===== config.mk =====
export PLATFORM = sky130hd
export DESIGN_NAME = eec_client
export DESIGN_NICKNAME = d
export VERILOG_FILES = /design/src/eec_pkg.sv /design/src/eec_sync.sv /design/src/eec_page_buf.sv /design/src/eec_client.sv
export SDC_FILE = /design/constraint.sdc
export NUM_CORES = 1
export LEC_CHECK = 0
export BUFFER_PORTS_ARGS = -buffer_cell sky130_fd_sc_hd__buf_2
export CORE_MARGIN = 5
export CORE_UTILIZATION = 35
export DETAILED_ROUTE_END_ITERATION = 7
export SLEW_MARGIN = 20
export SYNTH_ARGS = -nofsm -noshare
export SYNTH_HDL_FRONTEND = slang
export SYNTH_SLANG_ARGS = --single-unit

===== constraint.sdc =====
create_clock -name clk -period 5.5 [get_ports clk]
set_input_delay 0.275 -clock clk [delete_from_list [all_inputs] [get_ports clk]]
set_output_delay 0.275 -clock clk [all_outputs]
set_load 0.005 [all_outputs]

===== src/eec_pkg.sv =====
/*
  eec_pkg: constants, state and role types of the two-wire eeprom client front end.
  assumes nothing of its surroundings; imported whole by every module of the block.
*/
`default_nettype none
package eec_pkg;
  // ***************************************************************
  // widths and fixed layout
  // ***************************************************************
  localparam int ADDR_W = 14;
  localparam int PAGE_W = 6;
  localparam int PAGE_BYTES = 64;
  localparam int CS_W = 3;
  localparam int PIN_W = 4;
  localparam logic [3:0] BIT_LAST = 4'h7;
  localparam logic [3:0] BIT_DONE = 4'h8;
  localparam logic [3:0] BIT_FIRST_TX = 4'h1;
  localparam logic [ADDR_W-1:0] ADDR_RST = 14'h0000;
  localparam logic [ADDR_W-1:0] ADDR_TOP = 14'h3fff;
  localparam logic [1:0] BUS_RST = 2'h3;
  localparam logic [PIN_W-1:0] PIN_RST = 4'h0;

  // ***************************************************************
  // types
  // ***************************************************************
  typedef enum logic [5:0] {
    ST_IDLE = 6'h01,
    ST_RX = 6'h02,
    ST_ACK = 6'h04,
    ST_TX = 6'h08,
    ST_HACK = 6'h10,
    ST_SKIP = 6'h20
  } eec_state_t;

  typedef enum logic [1:0] {
    ROLE_CTRL = 2'h0,
    ROLE_ADRH = 2'h1,
    ROLE_ADRL = 2'h2,
    ROLE_DATA = 2'h3
  } eec_role_t;
endpackage
`default_nettype wire


===== src/eec_sync.sv =====
/*
  eec_sync: three-stage synchroniser with agreement filter for pin inputs.
  assumes inputs are asynchronous to clk; output follows only once stages two and three agree.
*/
`timescale 1ns/1ns
`default_nettype none
module eec_sync
  import eec_pkg::*;
#(
  parameter int W = 1,
  parameter logic [W-1:0] RST_VAL = '0
)
(
  // clock and reset
  input wire logic clk,
  input wire logic rstn,
  // pins in, filtered level out
  input wire logic [W-1:0] pin_in,
  output logic [W-1:0] filt_r
);
  logic [W-1:0] s1_r;
  logic [W-1:0] s2_r;
  logic [W-1:0] s3_r;
  logic [W-1:0] filt_nxt;

  always_comb
  begin
    // a bit moves only when it has been seen twice, which swallows one-sample spikes
    filt_nxt = (s2_r & ~(s2_r ^ s3_r)) | (filt_r & (s2_r ^ s3_r));
  end

  always_ff @(posedge clk or negedge rstn)
  begin
    if (!rstn)
    begin
      s1_r <= RST_VAL;
      s2_r <= RST_VAL;
      s3_r <= RST_VAL;
      filt_r <= RST_VAL;
    end
    else
    begin
      s1_r <= pin_in;
      s2_r <= s1_r;
      s3_r <= s2_r;
      filt_r <= filt_nxt;
    end
  end
endmodule // eec_sync
`default_nettype wire


===== src/eec_page_buf.sv =====
/*
  eec_page_buf: one page of write data, one write port, one registered read port.
  assumes the array side reads it only while no write transfer is filling it.
*/
`timescale 1ns/1ns
`default_nettype none
module eec_page_buf
  import eec_pkg::*;
(
  // clock and reset
  input wire logic clk,
  input wire logic rstn,
  // fill side
  input wire logic we,
  input wire logic [PAGE_W-1:0] widx,
  input wire logic [7:0] wdata,
  // drain side
  input wire logic [PAGE_W-1:0] ridx,
  output logic [7:0] rdata_r
);
  logic [7:0] mem [PAGE_BYTES];
  logic [7:0] rdata_nxt;

  always_comb
  begin
    rdata_nxt = mem[ridx];
  end

  // storage carries no reset; only the byte mask says what is valid
  always_ff @(posedge clk)
  begin
    if (we)
    begin
      mem[widx] <= wdata;
    end
  end

  always_ff @(posedge clk or negedge rstn)
  begin
    if (!rstn)
    begin
      rdata_r <= 8'h00;
    end
    else
    begin
      rdata_r <= rdata_nxt;
    end
  end
endmodule // eec_page_buf
`default_nettype wire


===== src/eec_client.sv =====
/*
  eec_client: two-wire bus client front end of a serial eeprom.
  assumes the array side supplies read data for rd_addr within a few clocks, raises write_busy
  for the whole programming cycle after commit, and drains the page buffer by buf_ridx.
*/
`timescale 1ns/1ns
`default_nettype none
module eec_client
  import eec_pkg::*;
#(
  parameter logic [3:0] DEV_TYPE_CODE = 4'h5 // arbitrary value, set per product
)
(
  // clock and reset
  input wire logic clk,
  input wire logic rstn,
  // two-wire bus pins
  input wire logic scl_i,
  input wire logic sda_i,
  output logic sda_o,
  output logic sda_oe,
  // strap pins
  input wire logic [CS_W-1:0] cs_pins,
  input wire logic write_protect_input,
  // array read side
  input wire logic [7:0] rd_data,
  output logic [ADDR_W-1:0] rd_addr,
  // array write side
  input wire logic write_busy,
  output logic commit,
  output logic [ADDR_W-PAGE_W-1:0] commit_page,
  output logic [PAGE_BYTES-1:0] wr_mask,
  input wire logic [PAGE_W-1:0] buf_ridx,
  output logic [7:0] buf_rdata
);
  // ***************************************************************
  // input conditioning and bus events
  // ***************************************************************
  logic [1:0] bus_f;
  logic [PIN_W-1:0] pin_f;
  logic scl_f;
  logic sda_f;
  logic wp_f;
  logic [CS_W-1:0] cs_f;
  logic scl_p_r;
  logic sda_p_r;
  logic start_ev;
  logic stop_ev;
  logic scl_rise;
  logic scl_fall;

  eec_sync #(.W(2), .RST_VAL(BUS_RST)) u_bus_sync
  (
    .clk(clk),
    .rstn(rstn),
    .pin_in({scl_i, sda_i}),
    .filt_r(bus_f)
  );

  eec_sync #(.W(PIN_W), .RST_VAL(PIN_RST)) u_pin_sync
  (
    .clk(clk),
    .rstn(rstn),
    .pin_in({write_protect_input, cs_pins}),
    .filt_r(pin_f)
  );

  assign scl_f = bus_f[1];
  assign sda_f = bus_f[0];
  assign wp_f = pin_f[PIN_W-1];
  assign cs_f = pin_f[CS_W-1:0];

  assign start_ev = scl_f && scl_p_r && sda_p_r && !sda_f;
  assign stop_ev = scl_f && scl_p_r && !sda_p_r && sda_f;
  assign scl_rise = scl_f && !scl_p_r;
  assign scl_fall = !scl_f && scl_p_r;

  // ***************************************************************
  // protocol state
  // ***************************************************************
  eec_state_t state_r, state_nxt;
  eec_role_t role_r, role_nxt;
  logic [3:0] cnt_r, cnt_nxt;
  logic [7:0] shift_r, shift_nxt;
  logic [7:0] txb_r, txb_nxt;
  logic [7:0] byte_in;
  logic ack_ok_r, ack_ok_nxt;
  logic rd_r, rd_nxt;
  logic oe_r, oe_nxt;
  logic [ADDR_W-1:0] ptr_r, ptr_nxt;
  logic [PAGE_BYTES-1:0] mask_r, mask_nxt;
  logic got_r, got_nxt;
  logic commit_r, commit_nxt;
  logic [ADDR_W-PAGE_W-1:0] page_r, page_nxt;
  logic buf_we;

  always_comb
  begin
    state_nxt = state_r;
    role_nxt = role_r;
    cnt_nxt = cnt_r;
    shift_nxt = shift_r;
    txb_nxt = txb_r;
    ack_ok_nxt = ack_ok_r;
    rd_nxt = rd_r;
    oe_nxt = oe_r;
    ptr_nxt = ptr_r;
    mask_nxt = mask_r;
    got_nxt = got_r;
    commit_nxt = 1'b0;
    page_nxt = page_r;
    buf_we = 1'b0;
    byte_in = {shift_r[6:0], sda_f};
    if (start_ev)
    begin
      // a repeated start also ends a write that never saw its stop
      state_nxt = ST_RX;
      role_nxt = ROLE_CTRL;
      cnt_nxt = 4'h0;
      oe_nxt = 1'b0;
      got_nxt = 1'b0;
    end
    else if (stop_ev)
    begin
      state_nxt = ST_IDLE;
      oe_nxt = 1'b0;
      if (role_r == ROLE_DATA && got_r && !wp_f)
      begin
        commit_nxt = 1'b1;
        page_nxt = ptr_r[ADDR_W-1:PAGE_W];
      end
    end
    else
    begin
      case (state_r)
        ST_RX:
        begin
          if (scl_rise)
          begin
            shift_nxt = byte_in;
            cnt_nxt = cnt_r + 4'h1;
            if (cnt_r == BIT_LAST)
            begin
              ack_ok_nxt = 1'b1;
              case (role_r)
                ROLE_CTRL:
                begin
                  ack_ok_nxt = (byte_in[7:4] == DEV_TYPE_CODE) && (byte_in[3:1] == cs_f) && !write_busy;
                  rd_nxt = byte_in[0];
                end
                ROLE_ADRH:
                begin
                  ptr_nxt[ADDR_W-1:8] = byte_in[ADDR_W-9:0];
                end
                ROLE_ADRL:
                begin
                  ptr_nxt[7:0] = byte_in;
                end
                ROLE_DATA:
                begin
                  buf_we = 1'b1;
                  mask_nxt[ptr_r[PAGE_W-1:0]] = 1'b1;
                  ptr_nxt[PAGE_W-1:0] = ptr_r[PAGE_W-1:0] + 6'h01;
                  got_nxt = 1'b1;
                end
                default:
                begin
                  ack_ok_nxt = 1'b0;
                end
              endcase
            end
          end
          else if (scl_fall && cnt_r == BIT_DONE)
          begin
            cnt_nxt = 4'h0;
            state_nxt = ack_ok_r ? ST_ACK : ST_SKIP;
            oe_nxt = ack_ok_r;
          end
        end
        ST_ACK:
        begin
          if (scl_fall)
          begin
            oe_nxt = 1'b0;
            cnt_nxt = 4'h0;
            state_nxt = ST_RX;
            if (role_r == ROLE_CTRL && rd_r)
            begin
              state_nxt = ST_TX;
              oe_nxt = !rd_data[7];
              txb_nxt = {rd_data[6:0], 1'b0};
              cnt_nxt = BIT_FIRST_TX;
            end
            else if (role_r == ROLE_CTRL)
            begin
              role_nxt = ROLE_ADRH;
              mask_nxt = '0;
              got_nxt = 1'b0;
            end
            else if (role_r == ROLE_ADRH)
            begin
              role_nxt = ROLE_ADRL;
            end
            else
            begin
              role_nxt = ROLE_DATA;
            end
          end
        end
        ST_TX:
        begin
          // the pin moves only after a clock fall, never while clock is high
          if (scl_fall)
          begin
            if (cnt_r == BIT_DONE)
            begin
              state_nxt = ST_HACK;
              oe_nxt = 1'b0;
            end
            else
            begin
              oe_nxt = !txb_r[7];
              txb_nxt = {txb_r[6:0], 1'b0};
              cnt_nxt = cnt_r + 4'h1;
            end
          end
        end
        ST_HACK:
        begin
          if (scl_rise)
          begin
            ack_ok_nxt = !sda_f;
            ptr_nxt = ptr_r + 14'h0001;
          end
          else if (scl_fall)
          begin
            state_nxt = ack_ok_r ? ST_TX : ST_SKIP;
            oe_nxt = ack_ok_r && !rd_data[7];
            txb_nxt = {rd_data[6:0], 1'b0};
            cnt_nxt = BIT_FIRST_TX;
          end
        end
        ST_IDLE, ST_SKIP:
        begin
          oe_nxt = 1'b0;
        end
        default:
        begin
          state_nxt = ST_IDLE;
          oe_nxt = 1'b0;
        end
      endcase
    end
  end

  always_ff @(posedge clk or negedge rstn)
  begin
    if (!rstn)
    begin
      scl_p_r <= 1'b1;
      sda_p_r <= 1'b1;
      state_r <= ST_IDLE;
      role_r <= ROLE_CTRL;
      cnt_r <= 4'h0;
      shift_r <= 8'h00;
      txb_r <= 8'h00;
      ack_ok_r <= 1'b0;
      rd_r <= 1'b0;
      oe_r <= 1'b0;
      ptr_r <= ADDR_RST;
      mask_r <= '0;
      got_r <= 1'b0;
      commit_r <= 1'b0;
      page_r <= '0;
      sda_o <= 1'b0;
    end
    else
    begin
      scl_p_r <= scl_f;
      sda_p_r <= sda_f;
      state_r <= state_nxt;
      role_r <= role_nxt;
      cnt_r <= cnt_nxt;
      shift_r <= shift_nxt;
      txb_r <= txb_nxt;
      ack_ok_r <= ack_ok_nxt;
      rd_r <= rd_nxt;
      oe_r <= oe_nxt;
      ptr_r <= ptr_nxt;
      mask_r <= mask_nxt;
      got_r <= got_nxt;
      commit_r <= commit_nxt;
      page_r <= page_nxt;
      sda_o <= 1'b0;
    end
  end

  // ***************************************************************
  // page buffer and outputs
  // ***************************************************************
  eec_page_buf u_page_buf
  (
    .clk(clk),
    .rstn(rstn),
    .we(buf_we),
    .widx(ptr_r[PAGE_W-1:0]),
    .wdata(byte_in),
    .ridx(buf_ridx),
    .rdata_r(buf_rdata)
  );

  assign sda_oe = oe_r;
  assign rd_addr = ptr_r;
  assign commit = commit_r;
  assign commit_page = page_r;
  assign wr_mask = mask_r;
endmodule // eec_client
`default_nettype wire


# --- Word-level counts from Yosys, hierarchy flattened ---
# Memory sizes are Yosys's and may differ from the RTL's. A register that Yosys moved wholly into a read port is not among the register bits.
# Index checks and enable logic that the tools add are counted.
word_totals:
  mem_bits_rw: 512
  output_inout_bits: 97
  mem_count: 1
  input_bits: 23
  register_bits: 144
mem_list:
  columns: ["memory", "words", "word_bits", "read_ports", "rd_ports_with_merged_regs", "wr", "line_no", "rtl"]
  rows:
  - ["u_page_buf.mem", 64, 8, 1, 1, 1, "eec_page_buf.sv:21", "logic [7:0] mem [PAGE_BYTES];"]
classes:
  mux: 90
  n_addsub: 3
  reduce_logical: 47
  n_lt_le_gt_ge: 2
  n_eq_ne: 49
  bitwise: 13
ops:
  columns: ["op", "count"]
  rows:
  - ["$mux W64", 6]
  - ["$pmux W64 S2", 1]
  - ["$mux W6", 12]
  - ["$or A64 B64 Y64", 1]
  - ["$mux W8", 6]
  - ["$mux W14", 3]
  - ["$mux W4", 10]
  - ["$mux W1", 36]
  - ["$ne A3 B3 Y1 const B", 11]
  - ["$ne A4 B4 Y1 const B", 8]
  - ["$ne A2 B2 Y1 const B", 15]
  - ["$pmux W6 S5", 1]
  - ["$pmux W14 S2", 1]
  - ["$pmux W8 S3", 1]
  - ["$reduce_and A8 Y1", 3]
  - ["$reduce_and A7 Y1", 3]
  - ["$reduce_and A6 Y1", 3]
  - ["$reduce_and A9 Y1", 2]
  - ["$pmux W4 S4", 1]
  - ["$logic_and A1 B1 Y1", 15]
  - ["$add A14 B1 Y14 const B", 1]
  - ["$mux W2", 7]
  - ["$pmux W6 S2", 1]
  - ["$logic_not A1 Y1", 9]
  - ["36 further kinds", 47]

# --- Longest topological paths before layout ---
# Gate-level depths: netlist (run 1).
depth:
  depth_word: 9
  ltp_mapped: 10

# --- Cells and area by module ---
# A second synthesis (run 1) with hierarchy kept.
hier_totals:
  hier_cells: 1506
  hier_area_um2: 26679.3
modules_own_cells:
  columns: ["module", "area_each_um2", "n_inst", "cells_each"]
  rows:
  - ["eec_page_buf", 20171.8, 1, 912]
  - ["eec_client", 5829.3, 1, 564]
  - ["eec_sync (u_pin_sync)", 445.4, 1, 20]
  - ["eec_sync (u_bus_sync)", 232.7, 1, 10]

# --- Least setup slack after synthesis (run 1) ---
# Ideal clock, no wire load.
synth_path:
  kind: "reg2reg"
  from: "register state_r[3]"
  to: "memory u_page_buf.mem[15][0], enable pin"
  path_buffers: 2
  path_stages_with_launch: 7
  slack_ps: 2566
  arrival_ps: 2540
  required_ps: 5105
  cell_sequence: "dfrtp_1 buf_8 nor4b_4 nand3_4 or3_1 buf_2 nor4_1"
synth_via:
  elab_chain_len: 6
synth_lines:
  columns: ["element", "line_no", "rtl"]
  rows:
  - ["start, declared", "eec_client.sv:81", "eec_state_t state_r, state_nxt;"]
  - ["start signal, assigned", "eec_client.sv:281", "state_r <= state_nxt;"]
  - ["$eq A6 B2 Y1", "eec_client.sv:135", "case (state_r)"]
  - ["$mux W1", "eec_client.sv:135", null]
  - ["$mux W1", "eec_client.sv:123", "else if (stop_ev)"]
  - ["$mux W1", "eec_client.sv:114", "if (start_ev)"]
  - ["$mux W1", "eec_page_buf.sv:32", "if (we)"]
  - ["$mux W1 (not written as such)", "eec_page_buf.sv:34", "mem[widx] <= wdata;"]
  - ["end, declared", "eec_page_buf.sv:21", null]
# Every way passes these cells.

# --- Worst setup path in the final report (run 1) ---
layout_path:
  from: "register state_r[3]"
  to: "memory u_page_buf.mem[51][4], enable pin"
# Same word-level chain as after synthesis.

==> results of run 1 <==
-- cells by family after synthesis --
| kind of cell | Yosys count | synth area share (%) |
|---|---|---|
| buffers and inverters | 92 | 1.90 |
| AND/OR/NAND/NOR | 343 | 6.69 |
| XOR/XNOR | 6 | 0.199 |
| multiplexers | 193 | 14.0 |
| adder cells (fa/ha/maj) | 9 | 0.369 |
| AO/OA/AOI/OAI | 197 | 4.38 |
| other | 1 | 0.0142 |
| flip-flops | 663 | 72.5 |
-- stage by stage --
step / power [mW] / cells / hold WS [ns]
6_report: 10.6 / 2670 / 0.0423
5_1_grt: 10.9 / 2669 / 0.0541
4_1_cts: 10.7 / 2669 / 0.0270
3_5_place_dp: 5.83 / 2526 / 0.335
3_3_place_gp: 5.82 / 2526 / 0.334
2_1_floorplan: 5.72 / 1504 / -0.0206
-- registers in the layout, indices dropped and copies added, names as in the netlist, 2 cells and up, named ones only --
register,flops
u_page_buf.mem,512
wr_mask,64
rd_addr,14
commit_page,8
u_page_buf.rdata_r,8
shift_r,7
txb_r,7
state_r,6
cnt_r,4
u_pin_sync.s1_r,4
u_pin_sync.s2_r,4
u_pin_sync.s3_r,4
role_r,2
u_bus_sync.s1_r,2
u_bus_sync.s2_r,2
u_bus_sync.s3_r,2
-- final cells by class --
class,count,share of cell area [%]
Sequential cell,663,62.9
Multi-Input combinational cell,749,22.3
Clock buffer,88,6.40
Tap cell,969,3.97
Timing Repair Buffer,149,2.91
Clock inverter,42,1.41
Inverter,9,0.111
Antenna cell,1,0.00820
-- worst reg2reg max path, delay by kind of cell, from the launching register on --
kind	cells	cell delay (ns)
flops	1	0.47
simple gates	6	3.32
-- final timing paths --
path	from	end	slack, ns	cells after the start
max in group asynchronous	rstn	shift_r[3]$_DFFE_PN0P_	4.00	3
worst min register to register	u_pin_sync.s1_r[1]$_DFF_PN0_	u_pin_sync.s2_r[1]$_DFF_PN0_	0.35	0
worst min-delay path	rd_data[5]	txb_r[6]$_DFFE_PN0P_	0.04	3
worst max register to register	state_r[3]$_DFFE_PN0P_	u_page_buf.mem[51][4]$_DFFE_PP_	1.33	6
worst max-delay path	state_r[3]$_DFFE_PN0P_	u_page_buf.mem[51][4]$_DFFE_PP_	1.33	6
min in group asynchronous	rstn	u_pin_sync.s1_r[3]$_DFF_PN0_	0.34	2
-- cells in the final DEF (no fill, tap or decap), drive strengths merged, types with 4 or more instances in the layout --
cell	netlist	final
inv	9	13
dfrtp	140	140
clkinvlp	0	4
nand3b	5	5
a21oi	99	99
and3	4	4
maj3	6	6
clkinv	0	26
clkbuf	36	89
edfxtp	512	512
nand4	7	7
a31oi	7	7
dfstp	11	11
o221ai	6	6
nor2b	24	24
nor4	10	10
or3	8	8
buf	47	135
mux2	26	26
bufinv	0	8
o21ai	38	38
nor3	24	24
o22ai	7	7
o31ai	4	4
nand3	28	28
mux4	138	138
dlygate4sd3	0	13
nand2b	13	13
and2	5	5
nor2	155	155
a2111oi	5	5
a211oi	8	8
nand2	50	50
xor2	5	5
mux2i	29	29
-- layer usage --
metal  global-route usage (%)  part of all wire [%]  vias up
li1                         -                     -     6213
met1                     21.7                    42     7475
met2                     24.9                    47      639
met3                     4.35                   8.5      104
met4                     4.88                   2.4        0
met5                        0                     0        -
-- where the power goes --
| part | switching [mW] | leakage (nW) | internal, mW |
|---|---|---|---|
| clock network | 1.95 | 1.16 | 2.91 |
| registers | 0.0216 | 6.77 | 5.39 |
| logic | 0.202 | 2.83 | 0.112 |
| total | 2.17 | 10.8 | 8.41 |
-- what timing repair did --
action                                 4_1_cts  5_1_grt
buffers inserted                             0        0
hold buffers                                13        0
setup endpoints to repair                    0        0
resized for setup                            0        0
endpoints found under the hold margin      113        0
==> results.ini, run 1 <==
[cells_and_area]
multiInputGateArea_um2=6820
fin_nets=1668
synthToLayoutAreaGrowth_pct=15.4
n_fill_cell=6526
postLayoutCellArea_um2=30500
post-route-util_pct=40.9
seqCellArea_um2=19200
drive_above_1_share_pct=26.6

[synthesis]
ys_seq_area_share_pct=72.5
yosysWarnings=0
synth_top_cell_by_area=edfxtp_1
synth_top_area_share_pct=58.1
synth.distinct_cells=75
ys.flop_type=edfxtp_1
synthMostInstantiatedCell=edfxtp_1
async_flop_share_pct=22.8
synth_area_leaders=edfxtp_1 58%, dfrtp_1 13%, mux4_2 12%
netlist_area_um2=26400
synth_nets=1530
netlist_instances=1504
avgSynthCellArea_um2=17.6
synth-seq-cells=663
yosys-top-cells-count=512 x edfxtp_1, 151 x nor2_1, 140 x dfrtp_1
synth_edf_count=512

[timing]
final_min_period_over_clock_period_pct=75.8
rsz0062_at_grt=no
max-slew-margin-rel_pct=29.4
max_freq_mhz=240
worst_pin_slew_ns=1.05
setup_slack_ns=1.33
setup_tns_ns=0
layout_min_cycle_time_ns=4.17
setup_viol=0
skew_ns=0.0225
finalHoldViolations=0
drv_slew=0

[global_route]
grt_first_pass_wirelength_um=97400
antenna_found_initial=2
overflow=0
grt_max_degree=109
grt_usage_pct=15.9
grt_pass1_vias=14783

[setup_path]
crit_type=flop to flop
worst_path_most_repeated_cell=nor2_1
cp_cell_sequence=nor4b_4, nand3_4, or3_1, nor2_1, nand3_1, nor2_1
critPathMaxStageDelay_ns=0.79
crit_path_start_kind=flop
crit_buf_inv=0
crit_arrival_ns=4.39
path_delay_family=simple AND/OR/NAND/NOR gates
crit_slowest_cell=nor2_1
cp.required_ns=5.72
critPathCaptureType=flop
path_max_fanout=10

[floorplan]
coreArea_um2=74700
die_area_um2=81100
die_x_um=285
die_height_um=285
io_pins=120
num_rows=100
start_util_pct=35.4

[power_and_ir_drop]
irDropWorstVdd_v=0.000226
p_per_area_nw_per_um2=347
p_leak_nw=10.8

[placed_design]
place_area_um2=28000
dp_worst_setup_slack_ns=1.45
io_buffers=118
gp_congestion=0.867
dp_hpwl_um=39300

[detailed_routing]
drc=0
route.vias.total=14431
viasPerCell=5.40
drt_iter0_drc=1463
ant_nets=0
first_pass_iters=6
wl_per_cell_um=24.4
wl_um=65100

[clock_network]
clockBufferDepth=3
clock_sinks=663
clk_latency_ns=0.61
cts_tree=yes
cts-root-buf=clkbuf_16
clkTransAtPathRegs_ns=0.06
cts_max_level=3
numCtsBuffers=70

[run]
drv_cap=0

[worst_hold_path]
hold_class=input port to flop

[run_status]
status=complete, no violations

(Power assumes the default switching activity.)
==> inputs of run 2 (changes only) <==
ABC_AREA = 1   (was unset)
clock period = 3.7 ns   (was 5.5 ns; I/O delays follow)
==> results.ini, run 2 <==
[power_and_ir_drop]
power.share.clock_pct=40.6  ; -5.2 points
swShare_pct=25.7  ; +5.2 points
total_power_mw=17.3  ; +64%
power_frac_comb_pct=9.9  ; +6.9 points
p_int_mw=12.9  ; +53%
p_switching_mw=4.45  ; +100%
p_per_area_nw_per_um2=528  ; +52%
seqPwrFrac_pct=49.5  ; -1.7 points
irDropWorstVdd_v=0.000370  ; +64%
p_leak_nw=12.9  ; +20%

[timing]
setup_tns_ns=0  ; unchanged
finalHoldViolations=0  ; unchanged
setup_slack_ns=1.06  ; -0.275 ns
layout_min_cycle_time_ns=2.64  ; -1.53 ns
drv_slew=0  ; unchanged
max_freq_mhz=378  ; +58%
rsz0062_at_grt=no
final_min_period_over_clock_period_pct=71.5  ; -4.3 points
max-slew-margin-rel_pct=21.3  ; -8.1 points
worst_pin_slew_ns=1.18  ; +0.128 ns
setup_viol=0  ; unchanged
skew_ns=0.0296  ; +0.00712 ns

[cells_and_area]
n_fill_cell=7696  ; +18%
fin_nets=2865  ; +72%
regMostFlops=u_page_buf.mem
synthToLayoutAreaGrowth_pct=15.7
drive_above_1_share_pct=15.1  ; -12 points
fin_cells=3952  ; +48%
seqCellArea_um2=19200  ; about the same
antenna_cells=0  ; -1
multiInputGateArea_um2=8190  ; +20%
post-route-util_pct=40.8  ; about the same
layout_common_cells=891 x nand2_1, 512 x edfxtp_1, 471 x nand3_1
largest_reg_flops=512  ; unchanged
final_common_cell=nand2_1

[global_route]
grt_pass1_vias=19321  ; +31%
antenna_found_initial=1  ; -1
grt_max_degree=186  ; +71%
grt_usage_pct=17.4  ; +1.6 points
overflow=0  ; unchanged
grt_first_pass_wirelength_um=118000  ; +21%

[synthesis]
synth_edf_count=512  ; unchanged
avgSynthCellArea_um2=10.5  ; -40%
synth-seq-cells=663  ; unchanged
synth_area_leaders=edfxtp_1 54%, dfrtp_1 12%, nand2_1 12%
synth_nets=2726  ; +78%
synth.distinct_cells=35  ; -53%
ys_seq_area_share_pct=67.5  ; -4.9 points
synth_top_cell_by_area=edfxtp_1
synth_top_area_share_pct=54.2  ; -4.0 points
synthMostInstantiatedCell=nand2_1
yosys-top-cells-count=892 x nand2_1, 512 x edfxtp_1, 471 x nand3_1
netlist_instances=2700  ; +80%
async_flop_share_pct=22.8  ; unchanged
netlist_area_um2=28400  ; +7.3%
ys.flop_type=edfxtp_1
yosysWarnings=0  ; unchanged

[clock_network]
cts-root-buf=clkbuf_16
cts_tree=yes
clkTransAtPathRegs_ns=0.06  ; about the same
clockBufferDepth=3  ; unchanged
cts_max_level=3  ; unchanged
clock_sinks=663  ; unchanged
post_cts_buffers=0  ; unchanged
numCtsBuffers=70  ; unchanged
clk_latency_ns=0.62  ; about the same

[floorplan]
die_height_um=295  ; +3.5%
die_area_um2=86900  ; +7.1%
die_x_um=295  ; +3.5%
num_rows=104  ; +4.0%
io_pins=120  ; unchanged
coreArea_um2=80400  ; +7.7%
start_util_pct=35.3  ; -0.11 points

[detailed_routing]
first_pass_iters=5  ; -1
viasPerCell=5.05  ; -6.5%
route.vias.total=19971  ; +38%
drt_iter0_drc=1678  ; +15%
drc=0  ; unchanged
ant_nets=0  ; unchanged
wl_um=76600  ; +18%
wl_per_cell_um=19.4  ; -20%

[setup_path]
path_max_fanout=27  ; +17
cp_cell_sequence=nand2_2, nor2_2, nand3_2, buf_4, nor3_1, buf_4
cp.required_ns=4.02  ; -1.70 ns
critPathCaptureType=flop
crit_type=flop to flop
worst_path_most_repeated_cell=buf_4
crit_path_start_kind=flop
crit_arrival_ns=2.96  ; -1.43 ns
crit_slowest_cell=dfstp_2
critPathMaxStageDelay_ns=0.59  ; -0.20 ns

[placed_design]
place_inst=3811  ; +51%
gp_congestion=0.831  ; -4.1%
io_buffers=118  ; unchanged
dp_hpwl_um=45300  ; +16%
dp_worst_setup_slack_ns=1.05  ; -0.401 ns

[worst_hold_path]
hold_class=input port to flop
hold_start=buf_ridx[4]

[run_status]
status=complete, no violations

[run]
drv_cap=0  ; unchanged

==> run 2: cell types whose count changed after synthesis, moves of 60 or more <==
cell / previous run / this run
a21oi_1: 99 / 7
mux4_2: 138 / 0
nand2_1: 49 / 892
nand3_1: 27 / 471
o21ai_0: 37 / 120
o21ai_2: 0 / 60
==> run 2: final timing paths <==
kind	endpoint	slack (ns)	depth (start not counted)
min in group asynchronous	wr_mask[49]$_DFFE_PN0P_	0.17	2
hold / removal	u_page_buf.rdata_r[4]$_DFF_PN0_	0.10	4
setup / recovery	u_page_buf.mem[4][0]$_DFFE_PP_	1.06	6
hold reg to reg	u_pin_sync.s2_r[0]$_DFF_PN0_	0.34	0
max in group asynchronous	u_page_buf.rdata_r[7]$_DFF_PN0_	2.62	3
setup reg to reg	u_page_buf.mem[4][0]$_DFFE_PP_	1.06	6
==> run 2: metal layers <==
metal,vias up,routed length (um),part of all wire [%],global-route usage (%)
li1,9532,-,-,-
met1,9536,32500,42,23.9
met2,775,35200,46,27.3
met3,128,6680,8.7,4.05
met4,0,2290,3.0,6.13
met5,-,0,0,0
==> run 2: final cells by class <==
type | count | area share, %
well taps | 1060 | 4.04
repair buffers | 232 | 4.88
multi-input cells | 1804 | 24.9
flip-flops and latches | 663 | 58.4
clock buffers | 90 | 5.84
inverters | 68 | 0.800
clock inverters | 35 | 1.10
==> run 2: logic make-up (layout without fill, tap and decap cells) <==
kind of cell               Yosys count  in the layout  share of synthesized area, %
DFF                                663            663                          67.5
and+or+nand+nor                   1590           1590                          24.0
xor gates and xnor gates             6              6                         0.185
AOI/OAI and AO/OA                  198            198                          4.33
other                                1              1                        0.0132
adders and majority gates            9              9                         0.344
buffers and inverters              233            425                          3.63
==> run 2: per-stage QoR <==
step / instance area (um^2) / hold slack, ns
6_report: 32800 / 0.101
5_1_grt: 32800 / 0.137
4_1_cts: 32800 / 0.0834
3_5_place_dp: 30400 / 0.276
3_3_place_gp: 30400 / 0.270
2_1_floorplan: 28400 / -0.111
==> run 2: power groups by stage <==
stage,clock network [mW],registers (mW),logic [mW]
after global placement,0,8.72,1.71
after global routing,7.49,8.59,1.90
final,7.03,8.57,1.72
after detailed placement,0,8.72,1.72
after floorplan,0,8.76,0.938
after CTS,7.18,8.57,1.73
==> run 2: what timing repair did <==
action	4_1_cts	5_1_grt
endpoints found under the hold margin	86	0
resized for setup	0	0
endpoints found under the setup margin	0	0
hold buffers	16	0
==> run 2: critical path, delay by kind of cell (launching register included) <==
family        cells  cell delay [ns]
flops             1             0.59
simple gates      4             1.05
buf+inv           2             0.68
